[src/rtl/cod_pkg.sv]
package cod_pkg;

    // Register map, byte addresses, one aligned word each
    localparam int COD_ADDR_W = 5;
    localparam logic [4:0] REG_CTRL = 5'h00;
    localparam logic [4:0] REG_STATUS = 5'h04;
    localparam logic [4:0] REG_COUNT = 5'h08;
    localparam logic [4:0] REG_RES_LO = 5'h0c;
    localparam logic [4:0] REG_RES_HI = 5'h10;

    localparam int CTRL_ENABLE_BIT = 0;
    localparam int CTRL_CLEAR_BIT = 1;
    localparam int STAT_DONE_BIT = 0;
    localparam logic CTRL_ENABLE_RST = 1'b1;
    localparam logic [7:0] COUNT_RST = 8'h00;
    localparam logic [7:0] SHIFT_ONE = 8'h01;

    // Whole first bytes, plus the fixed second byte 0a
    localparam logic [7:0] OPC_SEG_LOAD = 8'h8e;
    localparam logic [7:0] OPC_SEG_STORE = 8'h8c;
    localparam logic [7:0] OPC_TABLE_LOOKUP = 8'hd7;
    localparam logic [7:0] OPC_EA_LOAD = 8'h8d;
    localparam logic [7:0] OPC_PTR_DATA = 8'hc5;
    localparam logic [7:0] OPC_PTR_EXTRA = 8'hc4;
    localparam logic [7:0] OPC_FLAGS_TO_AH = 8'h9f;
    localparam logic [7:0] OPC_AH_TO_FLAGS = 8'h9e;
    localparam logic [7:0] OPC_FLAGS_PUSH = 8'h9c;
    localparam logic [7:0] OPC_BCD_U_SUM = 8'h37;
    localparam logic [7:0] OPC_BCD_P_SUM = 8'h27;
    localparam logic [7:0] OPC_BCD_U_DIFF = 8'h3f;
    localparam logic [7:0] OPC_BCD_P_DIFF = 8'h2f;
    localparam logic [7:0] OPC_BCD_U_PROD = 8'hd4;
    localparam logic [7:0] OPC_BCD_U_QUOT = 8'hd5;
    localparam logic [7:0] OPC_FIXED_B1 = 8'h0a;
    localparam logic [7:0] OPC_WIDEN_BYTE = 8'h98;
    localparam logic [7:0] OPC_WIDEN_WORD = 8'h99;

    // Patterns on upper bits of the first byte
    localparam logic [5:0] PAT_SUM_REG = 6'h00;
    localparam logic [5:0] PAT_CARRY_REG = 6'h04;
    localparam logic [5:0] PAT_DIFF_REG = 6'h0a;
    localparam logic [5:0] PAT_BORROW_REG = 6'h06;
    localparam logic [6:0] PAT_SUM_ACC = 7'h02;
    localparam logic [6:0] PAT_CARRY_ACC = 7'h0a;
    localparam logic [6:0] PAT_DIFF_ACC = 7'h16;
    localparam logic [6:0] PAT_BORROW_ACC = 7'h0e;
    localparam logic [5:0] PAT_IMM_GROUP = 6'h20;
    localparam logic [6:0] PAT_UNARY_GROUP = 7'h7b;
    localparam logic [5:0] PAT_SHIFT_GROUP = 6'h34;

    // Select field of the operand-specifier byte
    localparam logic [2:0] SEL_SUM = 3'h0;
    localparam logic [2:0] SEL_CARRY = 3'h2;
    localparam logic [2:0] SEL_BORROW = 3'h3;
    localparam logic [2:0] SEL_DIFF = 3'h5;
    localparam logic [2:0] SEL_SPRODUCT = 3'h5;
    localparam logic [2:0] SEL_SQUOTIENT = 3'h7;
    localparam logic [2:0] SEL_LSHIFT = 3'h4;
    localparam logic [2:0] SEL_RSHIFT = 3'h5;

    typedef enum logic [4:0] {
        OP_UNKNOWN, OP_SEG_LOAD, OP_SEG_STORE, OP_TABLE_LOOKUP_BYTE,
        OP_EFFECTIVE_ADDRESS_LOAD, OP_POINTER_LOAD_DATA_SEG, OP_POINTER_LOAD_EXTRA_SEG,
        OP_FLAGS_TO_HIGH_ACC, OP_HIGH_ACC_TO_FLAGS, OP_FLAGS_PUSH,
        OP_SUM, OP_SUM_WITH_CARRY, OP_DIFFERENCE, OP_DIFFERENCE_WITH_BORROW,
        OP_BCD_UNPACKED_SUM_FIX, OP_BCD_PACKED_SUM_FIX, OP_BCD_UNPACKED_DIFF_FIX,
        OP_BCD_PACKED_DIFF_FIX, OP_SIGNED_PRODUCT, OP_SIGNED_QUOTIENT,
        OP_BCD_UNPACKED_PRODUCT_FIX, OP_BCD_UNPACKED_QUOTIENT_PREP,
        OP_BYTE_TO_WORD_WIDEN, OP_WORD_TO_PAIR_WIDEN, OP_LEFT_SHIFT, OP_RIGHT_SHIFT
    } cod_op_type;

    typedef enum logic [2:0] {
        FORM_SINGLE, FORM_MODRM, FORM_IMM_GROUP, FORM_ACC_IMM,
        FORM_UNARY_GROUP, FORM_SHIFT, FORM_FIXED_B1
    } cod_form_type;

    typedef enum logic [1:0] {
        ST_IDLE = 2'b00,
        ST_MODRM = 2'b01,
        ST_REST = 2'b11
    } cod_state_type;

    typedef struct packed {
        logic illegal;
        logic [2:0] length;
        logic [7:0] shift_count;
        logic [15:0] imm;
        logic [2:0] rm;
        logic [1:0] mode;
        logic [2:0] reg_field;
        logic reg_is_dest;
        logic amount_bit;
        logic extend_bit;
        logic size_flag;
        cod_op_type op;
    } cod_result_type;

    localparam int COD_RES_W = $bits(cod_result_type);

endpackage

[src/rtl/cod_dec_if.sv]
`timescale 1ns/100ps
interface cod_dec_if;
    import cod_pkg::*;
    logic [7:0] b0;
    logic [7:0] b1;
    cod_form_type form;
    cod_op_type first_op;
    logic [1:0] imm_len;
    logic flow_flag;
    logic size_flag;
    logic extend_bit;
    logic amount_bit;
    cod_op_type op;
    logic [1:0] disp_len;

    modport first_mp (input b0, output form, first_op, imm_len, flow_flag, size_flag,
        extend_bit, amount_bit);
    modport second_mp (input b1, form, first_op, output op, disp_len);
    modport top_mp (output b0, b1, input form, first_op, imm_len, flow_flag, size_flag,
        extend_bit, amount_bit, op, disp_len);
endinterface

[src/rtl/cod_decoder.sv]
// Decided for this implementation: the placing of the registers and register access over Avalon-MM.
`timescale 1ns/100ps
// Contract
// - 8e moves into a segment register, 8c out; selector preceded by zero bit.
// - Byte d7 is table_lookup_byte, a single-byte instruction.
// - 8d plus operand byte is effective_address_load.
// - c5 and c4 plus operand byte load pointer with data or extra segment.
// - 9f, 9e and 9c: flags to high acc, high acc to flags, push flags.
// - 000000dw plus operand byte is sum_op; flow bit 1, size bit 0.
// - sum_with_carry_op: 000100dw, group select 010, accumulator form 0001010w.
// - difference_op: 001010dw, group select 101, accumulator form 0010110w.
// - difference_with_borrow_op: 000110dw, group select 011, accumulator 0001110w.
// - Byte 37 is bcd_unpacked_sum_fix.
// - Byte 27 is bcd_packed_sum_fix.
// - Byte 3f is bcd_unpacked_diff_fix.
// - Byte 2f is bcd_packed_diff_fix.
// - Under 1111011w, select 101 gives signed_product.
// - Under 1111011w, select 111 gives signed_quotient.
// - Bytes d4 then 0a give bcd_unpacked_product_fix.
// - Bytes d5 then 0a give bcd_unpacked_quotient_prep.
// - Byte 98 is byte_to_word_widen.
// - Byte 99 is word_to_pair_widen.
// - 110100vw with select 100 is left_shift; amount bit 1, size bit 0.
// - 110100vw with select 101 is logical right_shift.
module cod_decoder
    import cod_pkg::*;
#(
    parameter int ADDR_W = COD_ADDR_W
)(
    input wire logic mclk_in,
    input wire logic rst_n_in,
    input wire logic [ADDR_W-1:0] avs_address_in,
    input wire logic avs_read_in,
    input wire logic avs_write_in,
    input wire logic [31:0] avs_writedata_in,
    input wire logic [3:0] avs_byteenable_in,
    output logic [31:0] avs_readdata_out,
    output logic avs_waitrequest_out,
    input wire logic [7:0] q_byte_in,
    input wire logic q_valid_in,
    output logic q_ready_out,
    output logic dec_valid_out,
    output logic [COD_RES_W-1:0] dec_result_out
);

    typedef struct packed {
        cod_state_type st;
        logic [7:0] b0;
        logic [7:0] b1;
        cod_op_type op;
        logic flow;
        logic size;
        logic ext;
        logic amt;
        logic [1:0] disp_left;
        logic [1:0] imm_left;
        logic imm_hi;
        logic [15:0] imm;
        logic [2:0] length;
        cod_result_type res;
        logic valid;
        logic ready;
        logic enable;
        logic done;
        logic [7:0] count;
        logic wait_r;
        logic [31:0] rdata;
    } cod_top_type;

    localparam cod_result_type RES_RST = '{
        op: OP_UNKNOWN,
        default: '0
    };

    localparam cod_top_type TOP_RST = '{
        st: ST_IDLE,
        op: OP_UNKNOWN,
        res: RES_RST,
        enable: CTRL_ENABLE_RST,
        ready: CTRL_ENABLE_RST,
        count: COUNT_RST,
        wait_r: 1'b1,
        default: '0
    };

    cod_top_type s_ff;
    cod_top_type nxt_s;
    cod_dec_if dif();

    // Second byte always comes straight off the queue
    assign dif.b0 = (s_ff.st == ST_IDLE) ? q_byte_in : s_ff.b0;
    assign dif.b1 = q_byte_in;

    cod_first_stage u_first (
        .dif(dif)
    );

    cod_second_stage u_second (
        .dif(dif)
    );

    function automatic cod_result_type build_res(input cod_top_type t);
        cod_result_type r;
        r = RES_RST;
        r.op = t.op;
        r.illegal = (t.op == OP_UNKNOWN);
        r.length = t.length;
        r.size_flag = t.size;
        r.extend_bit = t.ext;
        r.amount_bit = t.amt;
        r.reg_is_dest = t.flow;
        r.mode = t.b1[7:6];
        r.reg_field = t.b1[5:3];
        r.rm = t.b1[2:0];
        if (!t.size) begin
            r.imm = {8'h00, t.imm[7:0]};
        end else if (t.ext) begin
            r.imm = {{8{t.imm[7]}}, t.imm[7:0]};
        end else begin
            r.imm = t.imm;
        end
        if (t.op == OP_LEFT_SHIFT || t.op == OP_RIGHT_SHIFT) begin
            r.shift_count = t.amt ? t.count : SHIFT_ONE;
        end else begin
            r.shift_count = 8'h00;
        end
        return r;
    endfunction

    logic accept;
    logic hit;
    logic wr_go;
    logic fin;
    logic clr_dec;
    logic clr_done;
    logic [2:0] rem;
    logic [63:0] res_wide;

    always_comb begin
        nxt_s = s_ff;
        nxt_s.valid = 1'b0;
        fin = 1'b0;
        clr_dec = 1'b0;
        clr_done = 1'b0;
        accept = q_valid_in & s_ff.ready;
        rem = {1'b0, s_ff.disp_left} + {1'b0, s_ff.imm_left};
        res_wide = 64'(s_ff.res);

        // One wait cycle per access; the effect lands on the accepting edge
        hit = (avs_read_in | avs_write_in) & s_ff.wait_r;
        wr_go = avs_write_in & ~s_ff.wait_r;
        nxt_s.wait_r = ~hit;
        if (hit && avs_read_in) begin
            case (avs_address_in)
                REG_CTRL: nxt_s.rdata = {31'h0, s_ff.enable};
                REG_STATUS: nxt_s.rdata = {28'h0, s_ff.st, s_ff.st != ST_IDLE, s_ff.done};
                REG_COUNT: nxt_s.rdata = {24'h0, s_ff.count};
                REG_RES_LO: nxt_s.rdata = res_wide[31:0];
                REG_RES_HI: nxt_s.rdata = res_wide[63:32];
                default: nxt_s.rdata = 32'h0;
            endcase
        end
        if (wr_go && avs_byteenable_in[0]) begin
            case (avs_address_in)
                REG_CTRL: begin
                    nxt_s.enable = avs_writedata_in[CTRL_ENABLE_BIT];
                    clr_dec = avs_writedata_in[CTRL_CLEAR_BIT];
                end
                REG_STATUS: clr_done = avs_writedata_in[STAT_DONE_BIT];
                REG_COUNT: nxt_s.count = avs_writedata_in[7:0];
                default: clr_dec = 1'b0;
            endcase
        end
        nxt_s.ready = nxt_s.enable;

        if (clr_dec) begin
            // A byte taken in the clearing cycle is dropped
            nxt_s.st = ST_IDLE;
            nxt_s.length = 3'd0;
        end else if (accept) begin
            nxt_s.length = s_ff.length + 3'd1;
            case (s_ff.st)
                ST_IDLE: begin
                    nxt_s.b0 = q_byte_in;
                    nxt_s.b1 = 8'h00;
                    nxt_s.op = dif.first_op;
                    nxt_s.flow = dif.flow_flag;
                    nxt_s.size = dif.size_flag;
                    nxt_s.ext = dif.extend_bit;
                    nxt_s.amt = dif.amount_bit;
                    nxt_s.length = 3'd1;
                    nxt_s.disp_left = 2'd0;
                    nxt_s.imm_left = dif.imm_len;
                    nxt_s.imm_hi = 1'b0;
                    nxt_s.imm = 16'h0000;
                    case (dif.form)
                        FORM_SINGLE: fin = 1'b1;
                        FORM_ACC_IMM: nxt_s.st = ST_REST;
                        default: nxt_s.st = ST_MODRM;
                    endcase
                end
                ST_MODRM: begin
                    nxt_s.b1 = q_byte_in;
                    nxt_s.op = dif.op;
                    nxt_s.disp_left = dif.disp_len;
                    if (dif.disp_len == 2'd0 && s_ff.imm_left == 2'd0) begin
                        fin = 1'b1;
                    end else begin
                        nxt_s.st = ST_REST;
                    end
                end
                ST_REST: begin
                    if (s_ff.disp_left != 2'd0) begin
                        nxt_s.disp_left = s_ff.disp_left - 2'd1;
                    end else begin
                        nxt_s.imm_left = s_ff.imm_left - 2'd1;
                        nxt_s.imm_hi = 1'b1;
                        if (s_ff.imm_hi) begin
                            nxt_s.imm[15:8] = q_byte_in;
                        end else begin
                            nxt_s.imm[7:0] = q_byte_in;
                        end
                    end
                    fin = (rem == 3'd1);
                end
                default: nxt_s.st = ST_IDLE;
            endcase
        end

        if (fin) begin
            nxt_s.st = ST_IDLE;
            nxt_s.res = build_res(nxt_s);
            nxt_s.valid = 1'b1;
        end
        // New completion beats a software clear in the same cycle
        nxt_s.done = (s_ff.done & ~clr_done) | fin;
    end

    always_ff @(posedge mclk_in) begin
        if (!rst_n_in) begin
            s_ff <= TOP_RST;
        end else begin
            s_ff <= nxt_s;
        end
    end

    assign avs_readdata_out = s_ff.rdata;
    assign avs_waitrequest_out = s_ff.wait_r;
    assign q_ready_out = s_ff.ready;
    assign dec_valid_out = s_ff.valid;
    assign dec_result_out = s_ff.res;

endmodule

[src/rtl/cod_first_stage.sv]
`timescale 1ns/100ps
module cod_first_stage
    import cod_pkg::*;
(
    cod_dec_if.first_mp dif
);

    always_comb begin
        dif.form = FORM_SINGLE;
        dif.first_op = OP_UNKNOWN;
        dif.imm_len = 2'd0;
        dif.flow_flag = 1'b0;
        dif.size_flag = 1'b0;
        dif.extend_bit = 1'b0;
        dif.amount_bit = 1'b0;
        case (dif.b0)
            OPC_SEG_LOAD: begin
                dif.form = FORM_MODRM;
                dif.first_op = OP_SEG_LOAD;
            end
            OPC_SEG_STORE: begin
                dif.form = FORM_MODRM;
                dif.first_op = OP_SEG_STORE;
            end
            OPC_EA_LOAD: begin
                dif.form = FORM_MODRM;
                dif.first_op = OP_EFFECTIVE_ADDRESS_LOAD;
            end
            OPC_PTR_DATA: begin
                dif.form = FORM_MODRM;
                dif.first_op = OP_POINTER_LOAD_DATA_SEG;
            end
            OPC_PTR_EXTRA: begin
                dif.form = FORM_MODRM;
                dif.first_op = OP_POINTER_LOAD_EXTRA_SEG;
            end
            OPC_BCD_U_PROD: begin
                dif.form = FORM_FIXED_B1;
                dif.first_op = OP_BCD_UNPACKED_PRODUCT_FIX;
            end
            OPC_BCD_U_QUOT: begin
                dif.form = FORM_FIXED_B1;
                dif.first_op = OP_BCD_UNPACKED_QUOTIENT_PREP;
            end
            OPC_TABLE_LOOKUP: dif.first_op = OP_TABLE_LOOKUP_BYTE;
            OPC_FLAGS_TO_AH: dif.first_op = OP_FLAGS_TO_HIGH_ACC;
            OPC_AH_TO_FLAGS: dif.first_op = OP_HIGH_ACC_TO_FLAGS;
            OPC_FLAGS_PUSH: dif.first_op = OP_FLAGS_PUSH;
            OPC_BCD_U_SUM: dif.first_op = OP_BCD_UNPACKED_SUM_FIX;
            OPC_BCD_P_SUM: dif.first_op = OP_BCD_PACKED_SUM_FIX;
            OPC_BCD_U_DIFF: dif.first_op = OP_BCD_UNPACKED_DIFF_FIX;
            OPC_BCD_P_DIFF: dif.first_op = OP_BCD_PACKED_DIFF_FIX;
            OPC_WIDEN_BYTE: dif.first_op = OP_BYTE_TO_WORD_WIDEN;
            OPC_WIDEN_WORD: dif.first_op = OP_WORD_TO_PAIR_WIDEN;
            default: begin
                dif.size_flag = dif.b0[0];
                if (dif.b0[7:2] == PAT_SUM_REG || dif.b0[7:2] == PAT_CARRY_REG ||
                    dif.b0[7:2] == PAT_DIFF_REG || dif.b0[7:2] == PAT_BORROW_REG) begin
                    dif.form = FORM_MODRM;
                    dif.flow_flag = dif.b0[1];
                    case (dif.b0[7:2])
                        PAT_SUM_REG: dif.first_op = OP_SUM;
                        PAT_CARRY_REG: dif.first_op = OP_SUM_WITH_CARRY;
                        PAT_DIFF_REG: dif.first_op = OP_DIFFERENCE;
                        default: dif.first_op = OP_DIFFERENCE_WITH_BORROW;
                    endcase
                end else if (dif.b0[7:2] == PAT_IMM_GROUP) begin
                    dif.form = FORM_IMM_GROUP;
                    dif.extend_bit = dif.b0[1];
                    // Extended byte immediate carries one data byte only
                    dif.imm_len = (dif.b0[0] && !dif.b0[1]) ? 2'd2 : 2'd1;
                end else if (dif.b0[7:1] == PAT_UNARY_GROUP) begin
                    dif.form = FORM_UNARY_GROUP;
                end else if (dif.b0[7:2] == PAT_SHIFT_GROUP) begin
                    dif.form = FORM_SHIFT;
                    dif.amount_bit = dif.b0[1];
                end else if (dif.b0[7:1] == PAT_SUM_ACC || dif.b0[7:1] == PAT_CARRY_ACC ||
                    dif.b0[7:1] == PAT_DIFF_ACC || dif.b0[7:1] == PAT_BORROW_ACC) begin
                    dif.form = FORM_ACC_IMM;
                    dif.imm_len = dif.b0[0] ? 2'd2 : 2'd1;
                    case (dif.b0[7:1])
                        PAT_SUM_ACC: dif.first_op = OP_SUM;
                        PAT_CARRY_ACC: dif.first_op = OP_SUM_WITH_CARRY;
                        PAT_DIFF_ACC: dif.first_op = OP_DIFFERENCE;
                        default: dif.first_op = OP_DIFFERENCE_WITH_BORROW;
                    endcase
                end else begin
                    dif.size_flag = 1'b0;
                end
            end
        endcase
    end

endmodule

[src/rtl/cod_second_stage.sv]
`timescale 1ns/100ps
module cod_second_stage
    import cod_pkg::*;
(
    cod_dec_if.second_mp dif
);

    always_comb begin
        dif.op = OP_UNKNOWN;
        case (dif.b1[7:6])
            2'b00: dif.disp_len = (dif.b1[2:0] == 3'h6) ? 2'd2 : 2'd0;
            2'b01: dif.disp_len = 2'd1;
            2'b10: dif.disp_len = 2'd2;
            default: dif.disp_len = 2'd0;
        endcase
        case (dif.form)
            FORM_MODRM: begin
                // Segment forms need a zero ahead of the selector
                if (!((dif.first_op == OP_SEG_LOAD || dif.first_op == OP_SEG_STORE) &&
                    dif.b1[5])) begin
                    dif.op = dif.first_op;
                end
            end
            FORM_IMM_GROUP: begin
                case (dif.b1[5:3])
                    SEL_SUM: dif.op = OP_SUM;
                    SEL_CARRY: dif.op = OP_SUM_WITH_CARRY;
                    SEL_BORROW: dif.op = OP_DIFFERENCE_WITH_BORROW;
                    SEL_DIFF: dif.op = OP_DIFFERENCE;
                    default: dif.op = OP_UNKNOWN;
                endcase
            end
            FORM_UNARY_GROUP: begin
                case (dif.b1[5:3])
                    SEL_SPRODUCT: dif.op = OP_SIGNED_PRODUCT;
                    SEL_SQUOTIENT: dif.op = OP_SIGNED_QUOTIENT;
                    default: dif.op = OP_UNKNOWN;
                endcase
            end
            FORM_SHIFT: begin
                case (dif.b1[5:3])
                    SEL_LSHIFT: dif.op = OP_LEFT_SHIFT;
                    SEL_RSHIFT: dif.op = OP_RIGHT_SHIFT;
                    default: dif.op = OP_UNKNOWN;
                endcase
            end
            FORM_FIXED_B1: begin
                dif.disp_len = 2'd0;
                if (dif.b1 == OPC_FIXED_B1) begin
                    dif.op = dif.first_op;
                end
            end
            default: dif.disp_len = 2'd0;
        endcase
    end

endmodule

[config.mk]
export PLATFORM = sky130hd
export DESIGN_NAME = cod_decoder
export DESIGN_NICKNAME = d
export VERILOG_FILES = /design/src/rtl/cod_pkg.sv /design/src/rtl/cod_dec_if.sv /design/src/rtl/cod_decoder.sv /design/src/rtl/cod_first_stage.sv /design/src/rtl/cod_second_stage.sv
export SDC_FILE = /design/constraint.sdc
export NUM_CORES = 1
export LEC_CHECK = 0
export BUFFER_PORTS_ARGS = -buffer_cell sky130_fd_sc_hd__buf_4
export CAP_MARGIN = 10
export CELL_PAD_IN_SITES_DETAIL_PLACEMENT = 1
export CELL_PAD_IN_SITES_GLOBAL_PLACEMENT = 1
export CORE_UTILIZATION = 45
export DETAILED_ROUTE_END_ITERATION = 12
export PLACE_DENSITY_LB_ADDON = 0.1
export SLEW_MARGIN = 10
export SYNTH_ARGS = -nofsm -noshare
export SYNTH_HDL_FRONTEND = slang
export SYNTH_SLANG_ARGS = --single-unit
[constraint.sdc]
create_clock -name mclk_in -period 4.7 [get_ports mclk_in]
set_input_delay 0.705 -clock mclk_in [delete_from_list [all_inputs] [get_ports mclk_in]]
set_output_delay 0.705 -clock mclk_in [all_outputs]
set_load 0.05 [all_outputs]
==> results of run 1 <==
-- synthesized netlist by cell type, drive strengths merged, types with 3 or more instances --
cell,instances,share of area [%]
nand4b,4,0.46
nand2,80,4.0
o21ai,11,0.73
or4,3,0.35
a222oi,10,1.3
or4b,5,0.66
nor3,33,2.2
and3,10,0.83
a31oi,3,0.33
and2,17,1.4
nor2b,5,0.41
mux2i,49,6.6
a22oi,17,1.9
buf,92,8.9
nor2,92,4.6
and3b,4,0.46
ha,8,1.3
a211oi,10,0.99
nand3,43,2.8
o22ai,4,0.33
o21a,4,0.40
inv,22,1.1
nand3b,8,0.79
a21boi,3,0.30
a22o,11,1.3
o2bb2ai,16,1.8
or3b,6,0.69
nand4,11,0.91
dfxtp,140,37
mux2,4,0.59
clkbuf,48,2.4
nand2b,16,1.3
a21oi,72,4.8
or3,4,0.33
o31ai,3,0.30
-- worst reg2reg max path: stages (launching register included) --
cell and delay (ps):
sky130_fd_sc_hd__dfxtp_1 450, sky130_fd_sc_hd__inv_1 100, sky130_fd_sc_hd__ha_1 240, sky130_fd_sc_hd__buf_12 190, sky130_fd_sc_hd__or3b_2 550, sky130_fd_sc_hd__a22oi_2 340, sky130_fd_sc_hd__nand2_2 210, sky130_fd_sc_hd__and3_1 220
sky130_fd_sc_hd__a311o_2 420, sky130_fd_sc_hd__a31oi_4 160, sky130_fd_sc_hd__buf_4 440, sky130_fd_sc_hd__nand2_1 370, sky130_fd_sc_hd__o2bb2ai_1 260
-- final cells by class --
cell class	instances	area, sq um	area share, %
Timing Repair Buffer	124	943.4	11.00
Tap cell	220	275.3	3.208
Clock inverter	15	197.7	2.304
Multi-Input combinational cell	605	3849	44.86
Inverter	23	86.33	1.006
Sequential cell	140	2803	32.67
Clock buffer	17	425.4	4.958
-- per-layer routing --
| metal | up-vias | wire (um) |
|---|---|---|
| li1 | 3164 | - |
| met1 | 3330 | 10570 |
| met2 | 168 | 11840 |
| met3 | 33 | 847 |
| met4 | 0 | 445 |
| met5 | - | 0 |
-- worst paths after layout --
| check | slack, ps | to | startpoint |
|---|---|---|---|
| max | 660 | dec_result_out[31]$_SDFFE_PN0P_ | s_ff[140]$_SDFFE_PP0P_ |
| min | 460 | s_ff[41]$_SDFF_PN0_ | s_ff[41]$_SDFF_PN0_ |
| min reg2reg | 460 | s_ff[41]$_SDFF_PN0_ | s_ff[41]$_SDFF_PN0_ |
| max reg2reg | 660 | dec_result_out[31]$_SDFFE_PN0P_ | s_ff[140]$_SDFFE_PP0P_ |
-- placed cells by master, fill, tap and decap left out, types with 8 or more instances in the layout --
cell,n
sky130_fd_sc_hd__and2_1,16
sky130_fd_sc_hd__nand2_1,79
sky130_fd_sc_hd__nand4_1,11
sky130_fd_sc_hd__nand2b_1,16
sky130_fd_sc_hd__inv_1,22
sky130_fd_sc_hd__and3_1,10
sky130_fd_sc_hd__a211oi_1,10
sky130_fd_sc_hd__mux2i_1,48
sky130_fd_sc_hd__nand3b_1,8
sky130_fd_sc_hd__buf_4,123
sky130_fd_sc_hd__clkbuf_16,17
sky130_fd_sc_hd__o2bb2ai_1,16
sky130_fd_sc_hd__a22oi_1,15
sky130_fd_sc_hd__o21ai_0,11
sky130_fd_sc_hd__ha_1,8
sky130_fd_sc_hd__nand3_1,43
sky130_fd_sc_hd__nor2_1,91
sky130_fd_sc_hd__a22o_1,11
sky130_fd_sc_hd__a21oi_1,72
sky130_fd_sc_hd__dfxtp_1,140
sky130_fd_sc_hd__nor3_1,32
sky130_fd_sc_hd__a222oi_1,10
-- stage by stage --
stage | setup WS, ps | std cells
after floorplan | 1510 | 908
after global placement | 817.3 | 1112
after detailed placement | 652.6 | 1112
after CTS | 655.0 | 1144
after global routing | 462.1 | 1144
final | 656.1 | 1144
-- registers in the layout (all words and copies together), names as in the netlist --
| name | flops |
|---|---|
| avs_readdata_out | 32 |
| dec_valid_out | 1 |
| dec_result_out | 45 |
| s_ff | 61 |
| avs_waitrequest_out | 1 |
-- power by group --
| group | total [mW] | internal, mW | leakage (nW) | switching (mW) |
|---|---|---|---|---|
| combinational | 0.917 | 0.310 | 2.09 | 0.607 |
| sequential | 1.33 | 1.26 | 1.13 | 0.0729 |
| clock | 1.41 | 0.814 | 0.302 | 0.600 |
| total | 3.66 | 2.38 | 3.52 | 1.28 |
-- kinds of logic (layout without fill, tap and decap cells) --
family / after synthesis / after routing
simple gates: 351 / 351
compound gates: 188 / 188
buf+inv: 163 / 179
flops: 140 / 140
mux: 53 / 53
fa+ha+maj: 9 / 9
xor+xnor: 4 / 4
==> impl_results.html, run 1 <==
<table>
<tr><th>Metric</th><th>Value</th></tr>
<tr><th colspan="2">Worst setup path</th></tr>
<tr><td>Depth of the most critical reg-to-reg path</td><td>12</td></tr>
<tr><td>Buffers plus inverters on the worst setup path</td><td>3</td></tr>
<tr><td>Maximum fanout along the worst path</td><td>46</td></tr>
<tr><td>Cell family contributing the most delay on the critical path</td><td>simple AND/OR/NAND/NOR gates</td></tr>
<tr><td>CP arrival</td><td>about 4400 ps</td></tr>
<tr><td>Startpoint kind of the worst setup timing path</td><td>register</td></tr>
<tr><td>Crit end category</td><td>register</td></tr>
<tr><td>Slowest stage cell, crit path</td><td>sky130_fd_sc_hd__or3b_2</td></tr>
<tr><td>Data required time of the critical path</td><td>5040 ps</td></tr>
<tr><td>Delay of the slowest critical-path stage</td><td>approximately 540 ps</td></tr>
<tr><td>Critical path class</td><td>register to register</td></tr>
<tr><td>Critical path depth</td><td>12</td></tr>
<tr><td>Ordered cell list for the critical path</td><td>inv_1, ha_1, buf_12, or3b_2, a22oi_2, nand2_2, and3_1, a311o_2, a31oi_4, buf_4, nand2_1, o2bb2ai_1</td></tr>
<tr><th colspan="2">Synthesis</th></tr>
<tr><td>Average cell area after synthesis</td><td>8.345 sq um</td></tr>
<tr><td>Post-synthesis cell area</td><td>7577 sq um</td></tr>
<tr><td>Post-synthesis adder-cell area fraction</td><td>1.585%</td></tr>
<tr><td>Post-synthesis instance total</td><td>908</td></tr>
<tr><td>Fraction of registers with async set/reset</td><td>0%</td></tr>
<tr><td>Yosys cell types</td><td>79</td></tr>
<tr><td>Number of enable-type register cells in the synthesized netlist</td><td>0</td></tr>
<tr><td>Complex-gate fraction of the synthesized area</td><td>17.70%</td></tr>
<tr><td>Sequential fraction of the synthesis area</td><td>a little under two fifths</td></tr>
<tr><td>Number of warnings printed during yosys synthesis</td><td>0</td></tr>
<tr><td>Seq cells post-synth</td><td>140</td></tr>
<tr><td>Simple-gate share of the synthesized area</td><td>23.63%</td></tr>
<tr><td>Combinational family with the most area after synthesis</td><td>simple AND/OR/NAND/NOR gates</td></tr>
<tr><td>Net count after synthesis</td><td>approximately 1000</td></tr>
<tr><td>Share of synthesized area spent on multiplexers</td><td>7.232%</td></tr>
<tr><td>Synth Area in XOR/XNOR</td><td>0.4624%</td></tr>
<tr><td>Top flip-flop cell by instance count after synthesis</td><td>sky130_fd_sc_hd__dfxtp_1</td></tr>
<tr><th colspan="2">Placed design</th></tr>
<tr><td>Instance area at placement</td><td>7954 sq um</td></tr>
<tr><td>Port Buffer Count</td><td>106</td></tr>
<tr><td>Global placement routability congestion</td><td>0.8906</td></tr>
<tr><td>Post-DP HPWL</td><td>~17 mm</td></tr>
<tr><th colspan="2">STA</th></tr>
<tr><td>FMAX</td><td>between 200 and 250 MHz</td></tr>
<tr><td>Final critical-path required period</td><td>around 4000 ps</td></tr>
<tr><td>Final count of pins violating max slew</td><td>0</td></tr>
<tr><td>Tcrit/Tclk final</td><td>86.04%</td></tr>
<tr><td>Skew final</td><td>about 16 ps</td></tr>
<tr><td>Slew HR</td><td>21.85%</td></tr>
<tr><td>Worst hold margin</td><td>between 400 and 500 ps</td></tr>
<tr><td>Total of endpoints with negative setup slack in the final report</td><td>0</td></tr>
<tr><td>Actual slew at the worst max-slew pin</td><td>1169 ps</td></tr>
<tr><td>Final hold viol count</td><td>0</td></tr>
<tr><td>Total negative setup slack</td><td>0 ps</td></tr>
<tr><td>Setup repair after global routing missed its margin</td><td>no</td></tr>
<tr><th colspan="2">CTS</th></tr>
<tr><td>Count of buffers added by post-CTS timing repair for setup</td><td>0</td></tr>
<tr><td>Buffer depth of the longest clock path</td><td>2</td></tr>
<tr><td>Quantity of gates resized following cts</td><td>0</td></tr>
<tr><td>Num CTS Buffers</td><td>17</td></tr>
<tr><td>Insertion delay to the later sink of the worst-skew pair</td><td>approximately 420 ps</td></tr>
<tr><td>Number of levels the H-tree was split into</td><td>4</td></tr>
<tr><td>Hold buffers post-CTS</td><td>0</td></tr>
<tr><td>TritonCTS clock tree</td><td>done</td></tr>
<tr><td>Clock slew at reported path FFs</td><td>70 ps</td></tr>
<tr><td>Root Driver</td><td>sky130_fd_sc_hd__clkbuf_16</td></tr>
<tr><td>Sink count of the clock tree</td><td>140</td></tr>
<tr><th colspan="2">Drt</th></tr>
<tr><td>Count of routing violations after the opening detailed-route iteration</td><td>420</td></tr>
<tr><td>Count of antenna-violating nets left after detailed routing</td><td>0</td></tr>
<tr><td>Pre-Repair DR Iteration Count</td><td>5</td></tr>
<tr><td>Drt drc</td><td>0</td></tr>
<tr><td>Ratio of routed vias to standard cells</td><td>5.852</td></tr>
<tr><td>Vias post-DR</td><td>6695</td></tr>
<tr><td>Detail-routed net length per standard cell</td><td>20.71 um</td></tr>
<tr><td>Total routed wirelength</td><td>around 24 mm</td></tr>
<tr><th colspan="2">Pwr</th></tr>
<tr><td>Cell area power density</td><td>between 400 and 500 nW/um^2</td></tr>
<tr><td>Static Leakage</td><td>3.524 nW</td></tr>
<tr><td>Worst IR Drop VDD</td><td>0.0002252 V</td></tr>
<tr><td>Pwr Total</td><td>3.659 mW</td></tr>
<tr><th colspan="2">Die</th></tr>
<tr><td>Starting density of the core</td><td>between 40% and 50%</td></tr>
<tr><td>Area enclosed by the die boundary</td><td>between 15000 and 20000 sq um</td></tr>
<tr><td>Chip width</td><td>131.8 um</td></tr>
<tr><td>CORE AREA</td><td>about 17000 sq um</td></tr>
<tr><td>Total number of placement rows</td><td>47</td></tr>
<tr><td>Number of placed I/O pins</td><td>134</td></tr>
<tr><td>Die Height</td><td>131.8 um</td></tr>
<tr><th colspan="2">Finish</th></tr>
<tr><td>Area Overhead vs Synth</td><td>13.23%</td></tr>
<tr><td>Final Instance Area</td><td>about 8600 sq um</td></tr>
<tr><td>Final cell utilization of the core</td><td>51.92%</td></tr>
<tr><td>Layout net count</td><td>974</td></tr>
<tr><td>Fraction of layout instances using a drive strength above 1</td><td>19.70%</td></tr>
<tr><td>Filler cell count in the final layout</td><td>1960</td></tr>
<tr><td>Diode count</td><td>0</td></tr>
<tr><th colspan="2">Global routing</th></tr>
<tr><td>Met3 routing resource usage after global routing</td><td>4.421%</td></tr>
<tr><td>Antenna violations before repair</td><td>0</td></tr>
<tr><td>Maximum number of pins on one net before global-route repair</td><td>51</td></tr>
<tr><td>Wire length of the first global-routing pass</td><td>~38 mm</td></tr>
<tr><td>Global Route Usage Sum</td><td>~28%</td></tr>
<tr><td>GRT met2 Usage</td><td>49.21%</td></tr>
<tr><td>Vias in the first global route</td><td>6910</td></tr>
<tr><td>Most utilized layer in the global route result</td><td>met2</td></tr>
<tr><td>Overflow after GRT</td><td>0</td></tr>
<tr><td>Grt met1 use</td><td>approximately 34%</td></tr>
<tr><th colspan="2">Flow run</th></tr>
<tr><td>Total of max-cap violations</td><td>0</td></tr>
<tr><th colspan="2">Min path</th></tr>
<tr><td>Hold/Removal Path Class</td><td>register to register</td></tr>
<tr><td>Number of stages on the worst hold path</td><td>2</td></tr>
<tr><th colspan="2">Run status</th></tr>
<tr><td>Run status</td><td>finished clean</td></tr>
</table>
Power figures use the tool's default switching activity.
==> inputs of run 2 (changes only) <==
--- a/config.mk
+++ b/config.mk
@@ -5,14 +5,14 @@
 export SDC_FILE = /design/constraint.sdc
 export NUM_CORES = 1
 export LEC_CHECK = 0
-export BUFFER_PORTS_ARGS = -buffer_cell sky130_fd_sc_hd__buf_4
+export BUFFER_PORTS_ARGS = -buffer_cell sky130_fd_sc_hd__buf_2
 export CAP_MARGIN = 10
 export CELL_PAD_IN_SITES_DETAIL_PLACEMENT = 1
 export CELL_PAD_IN_SITES_GLOBAL_PLACEMENT = 1
 export CORE_UTILIZATION = 45
 export DETAILED_ROUTE_END_ITERATION = 12
 export PLACE_DENSITY_LB_ADDON = 0.1
-export SLEW_MARGIN = 10
+export SLEW_MARGIN = 30
 export SYNTH_ARGS = -nofsm -noshare
 export SYNTH_HDL_FRONTEND = slang
 export SYNTH_SLANG_ARGS = --single-unit
==> impl_results.html, run 2 (synthesized netlist as in run 1, its figures left out) <==
<table>
<tr><th>Metric</th><th>Value</th></tr>
<tr><th colspan="2">Drt</th></tr>
<tr><td>Ratio of routed vias to standard cells</td><td>5.846 (was 5.852)</td></tr>
<tr><td>Drt drc</td><td>0 (unchanged)</td></tr>
<tr><td>Total routed wirelength</td><td>23.43 mm (was 23.70 mm)</td></tr>
<tr><td>Count of antenna-violating nets left after detailed routing</td><td>0 (unchanged)</td></tr>
<tr><td>Vias post-DR</td><td>6705 (was 6695)</td></tr>
<tr><td>Detail-routed net length per standard cell</td><td>20.43 um (was 20.71 um)</td></tr>
<tr><td>Count of routing violations after the opening detailed-route iteration</td><td>347 (was 420)</td></tr>
<tr><td>Pre-Repair DR Iteration Count</td><td>6 (was 5)</td></tr>
<tr><th colspan="2">STA</th></tr>
<tr><td>FMAX</td><td>240.8 MHz (was 247.3 MHz)</td></tr>
<tr><td>Final critical-path required period</td><td>4153 ps (was 4044 ps)</td></tr>
<tr><td>Skew final</td><td>11.29 ps (was 15.90 ps)</td></tr>
<tr><td>Total of endpoints with negative setup slack in the final report</td><td>0 (unchanged)</td></tr>
<tr><td>Setup slack of the critical path after layout</td><td>546.5 ps (was 656.1 ps)</td></tr>
<tr><td>Total negative setup slack</td><td>0 ps (unchanged)</td></tr>
<tr><td>Final count of pins violating max slew</td><td>0 (unchanged)</td></tr>
<tr><td>Worst hold margin</td><td>449.0 ps (was 455.5 ps)</td></tr>
<tr><td>Tcrit/Tclk final</td><td>88.37% (was 86.04%)</td></tr>
<tr><td>Final hold viol count</td><td>0 (unchanged)</td></tr>
<tr><td>Actual slew at the worst max-slew pin</td><td>912.1 ps (was 1169 ps)</td></tr>
<tr><td>Setup repair after global routing missed its margin</td><td>no (unchanged)</td></tr>
<tr><td>Slew HR</td><td>39.19% (was 21.85%)</td></tr>
<tr><th colspan="2">Worst setup path</th></tr>
<tr><td>Slowest stage cell, crit path</td><td>sky130_fd_sc_hd__ha_1 (was sky130_fd_sc_hd__or3b_2)</td></tr>
<tr><td>Startpoint kind of the worst setup timing path</td><td>register (unchanged)</td></tr>
<tr><td>Ordered cell list for the critical path</td><td>inv_1, ha_1, buf_12, mux2_2, nor3_1, a22oi_4, and3_1, a311o_2, a31oi_4, buf_4, buf_4, mux2i_1, nor2_1 (was inv_1, ha_1, buf_12, or3b_2, a22oi_2, nand2_2, and3_1, a311o_2, a31oi_4, buf_4, nand2_1, o2bb2ai_1)</td></tr>
<tr><td>Cell family contributing the most delay on the critical path</td><td>compound AO/OA/AOI/OAI gates (was simple AND/OR/NAND/NOR gates)</td></tr>
<tr><td>CP dominant cell by count</td><td>sky130_fd_sc_hd__buf_4</td></tr>
<tr><td>Critical path class</td><td>register to register (unchanged)</td></tr>
<tr><td>Data required time of the critical path</td><td>4970 ps (was 5040 ps)</td></tr>
<tr><td>Delay of the slowest critical-path stage</td><td>510 ps (was 540 ps)</td></tr>
<tr><td>Crit end category</td><td>register (unchanged)</td></tr>
<tr><td>CP arrival</td><td>4430 ps (was 4380 ps)</td></tr>
<tr><td>Buffers plus inverters on the worst setup path</td><td>4 (was 3)</td></tr>
<tr><td>Maximum fanout along the worst path</td><td>23 (was 46)</td></tr>
<tr><th colspan="2">Global routing</th></tr>
<tr><td>Maximum number of pins on one net before global-route repair</td><td>55 (was 51)</td></tr>
<tr><td>Overflow after GRT</td><td>0 (unchanged)</td></tr>
<tr><td>Antenna violations before repair</td><td>0 (unchanged)</td></tr>
<tr><td>Global Route Usage Sum</td><td>27.28% (was 27.71%)</td></tr>
<tr><td>Vias in the first global route</td><td>6852 (was 6910)</td></tr>
<tr><td>Wire length of the first global-routing pass</td><td>37.17 mm (was 37.79 mm)</td></tr>
<tr><th colspan="2">CTS</th></tr>
<tr><td>Quantity of gates resized following cts</td><td>0 (unchanged)</td></tr>
<tr><td>Num CTS Buffers</td><td>17 (unchanged)</td></tr>
<tr><td>Buffer depth of the longest clock path</td><td>2 (unchanged)</td></tr>
<tr><td>TritonCTS clock tree</td><td>done (unchanged)</td></tr>
<tr><td>Number of levels the H-tree was split into</td><td>4 (unchanged)</td></tr>
<tr><td>Insertion delay to the later sink of the worst-skew pair</td><td>420 ps (about the same)</td></tr>
<tr><td>Count of buffers added by post-CTS timing repair for setup</td><td>0 (unchanged)</td></tr>
<tr><td>Root Driver</td><td>sky130_fd_sc_hd__clkbuf_16 (unchanged)</td></tr>
<tr><td>Sink count of the clock tree</td><td>140 (unchanged)</td></tr>
<tr><td>Hold buffers post-CTS</td><td>0 (unchanged)</td></tr>
<tr><td>Clock slew at reported path FFs</td><td>60 ps (was 70 ps)</td></tr>
<tr><th colspan="2">Run status</th></tr>
<tr><td>Run status</td><td>finished clean (unchanged)</td></tr>
<tr><th colspan="2">Pwr</th></tr>
<tr><td>Cell area power density</td><td>433.8 nW/um^2 (was 426.5 nW/um^2)</td></tr>
<tr><td>Worst IR Drop VDD</td><td>0.0002808 V (was 0.0002252 V)</td></tr>
<tr><td>Pwr Total</td><td>3.613 mW (was 3.659 mW)</td></tr>
<tr><td>Static Leakage</td><td>3.517 nW (was 3.524 nW)</td></tr>
<tr><th colspan="2">Die</th></tr>
<tr><td>Chip width</td><td>131.8 um (unchanged)</td></tr>
<tr><td>Die Height</td><td>131.8 um (unchanged)</td></tr>
<tr><td>Starting density of the core</td><td>45.85% (unchanged)</td></tr>
<tr><td>Area enclosed by the die boundary</td><td>17360 sq um (unchanged)</td></tr>
<tr><td>Number of placed I/O pins</td><td>134 (unchanged)</td></tr>
<tr><td>Total number of placement rows</td><td>47 (unchanged)</td></tr>
<tr><td>CORE AREA</td><td>16520 sq um (unchanged)</td></tr>
<tr><th colspan="2">Flow run</th></tr>
<tr><td>Total of max-cap violations</td><td>0 (unchanged)</td></tr>
<tr><th colspan="2">Finish</th></tr>
<tr><td>Leading cell types in the layout, fill and taps excluded</td><td>sky130_fd_sc_hd__dfxtp_1 (140), sky130_fd_sc_hd__buf_2 (106), sky130_fd_sc_hd__nor2_1 (91), sky130_fd_sc_hd__nand2_1 (78), sky130_fd_sc_hd__a21oi_1 (72) (was sky130_fd_sc_hd__dfxtp_1 (140), sky130_fd_sc_hd__buf_4 (123), sky130_fd_sc_hd__nor2_1 (91), sky130_fd_sc_hd__nand2_1 (79), sky130_fd_sc_hd__a21oi_1 (72))</td></tr>
<tr><td>Final Instance Area</td><td>8330 sq um (was 8579 sq um)</td></tr>
<tr><td>Diode count</td><td>0 (unchanged)</td></tr>
<tr><td>Fraction of layout instances using a drive strength above 1</td><td>19.96% (was 19.70%)</td></tr>
<tr><td>Count of non-filler cells in the finished layout</td><td>1147 (was 1144)</td></tr>
<tr><td>Max reg flops</td><td>61 (unchanged)</td></tr>
<tr><td>Area Overhead vs Synth</td><td>9.941% (was 13.23%)</td></tr>
<tr><td>Filler cell count in the final layout</td><td>1990 (was 1960)</td></tr>
<tr><td>Layout net count</td><td>978 (was 974)</td></tr>
<tr><td>Register with the highest flop count</td><td>s_ff (unchanged)</td></tr>
<tr><td>Most common library cell in the layout ignoring fill and taps</td><td>sky130_fd_sc_hd__dfxtp_1 (unchanged)</td></tr>
<tr><td>Final cell utilization of the core</td><td>50.41% (was 51.92%)</td></tr>
<tr><th colspan="2">Placed design</th></tr>
<tr><td>Port Buffer Count</td><td>106 (unchanged)</td></tr>
<tr><td>Post-DP HPWL</td><td>16.72 mm (was 16.69 mm)</td></tr>
<tr><td>Placed Cells</td><td>1116 (was 1112)</td></tr>
<tr><td>Global placement routability congestion</td><td>0.8626 (was 0.8906)</td></tr>
<tr><td>Instance area at placement</td><td>7724 sq um (was 7954 sq um)</td></tr>
<tr><td>Worst-case setup slack after placement</td><td>574.5 ps (was 652.6 ps)</td></tr>
<tr><th colspan="2">Min path</th></tr>
<tr><td>Hold/Removal Path Class</td><td>register to register (unchanged)</td></tr>
</table>
==> run 2: per-layer routing <==
| layer | part of all wire, % | vias up | GRT usage (%) |
|---|---|---|---|
| li1 | - | 3162 | - |
| met5 | 0 | - | 0 |
| met3 | 4.0 | 39 | 4.767 |
| met1 | 45 | 3321 | 33.83 |
| met4 | 2.2 | 0 | 9.948 |
| met2 | 49 | 183 | 47.30 |
==> run 2: worst paths after layout <==
kind | start | endpoint | slack (ps) | cells past startpoint
max | s_ff[139]$_SDFFE_PP0P_ | dec_result_out[20]$_SDFFE_PN0P_ | 550 | 13
min | avs_readdata_out[27]$_SDFFE_PN0P_ | avs_readdata_out[27]$_SDFFE_PN0P_ | 450 | 2
max reg2reg | s_ff[139]$_SDFFE_PP0P_ | dec_result_out[20]$_SDFFE_PN0P_ | 550 | 13
min reg2reg | avs_readdata_out[27]$_SDFFE_PN0P_ | avs_readdata_out[27]$_SDFFE_PN0P_ | 450 | 2
==> run 2: final cells by class <==
cell class                      count  area [sq um]  share of cell area, %
Clock buffer                       19         442.9                  5.317
Multi-Input combinational cell    605          3851                  46.23
Tap cell                          220         275.3                  3.304
Inverter                           23         87.58                  1.051
Sequential cell                   140          2803                  33.64
Clock inverter                     12         162.7                  1.953
Timing Repair Buffer              128         708.2                  8.501
==> run 2: worst reg2reg max path, cell delays in order (launching register included) <==
cell,delay (ps)
sky130_fd_sc_hd__dfxtp_1,360
sky130_fd_sc_hd__inv_1,110
sky130_fd_sc_hd__ha_1,510
sky130_fd_sc_hd__buf_12,240
sky130_fd_sc_hd__mux2_2,400
sky130_fd_sc_hd__nor3_1,340
sky130_fd_sc_hd__a22oi_4,200
sky130_fd_sc_hd__and3_1,230
sky130_fd_sc_hd__a311o_2,420
sky130_fd_sc_hd__a31oi_4,360
sky130_fd_sc_hd__buf_4,290
sky130_fd_sc_hd__buf_4,270
sky130_fd_sc_hd__mux2i_1,220
sky130_fd_sc_hd__nor2_1,60
==> run 2: report_power, final <==
part | switching (mW) | internal (mW)
sequential | 0.0730 | 1.26
combinational | 0.608 | 0.294
clock | 0.528 | 0.854
total | 1.21 | 2.40
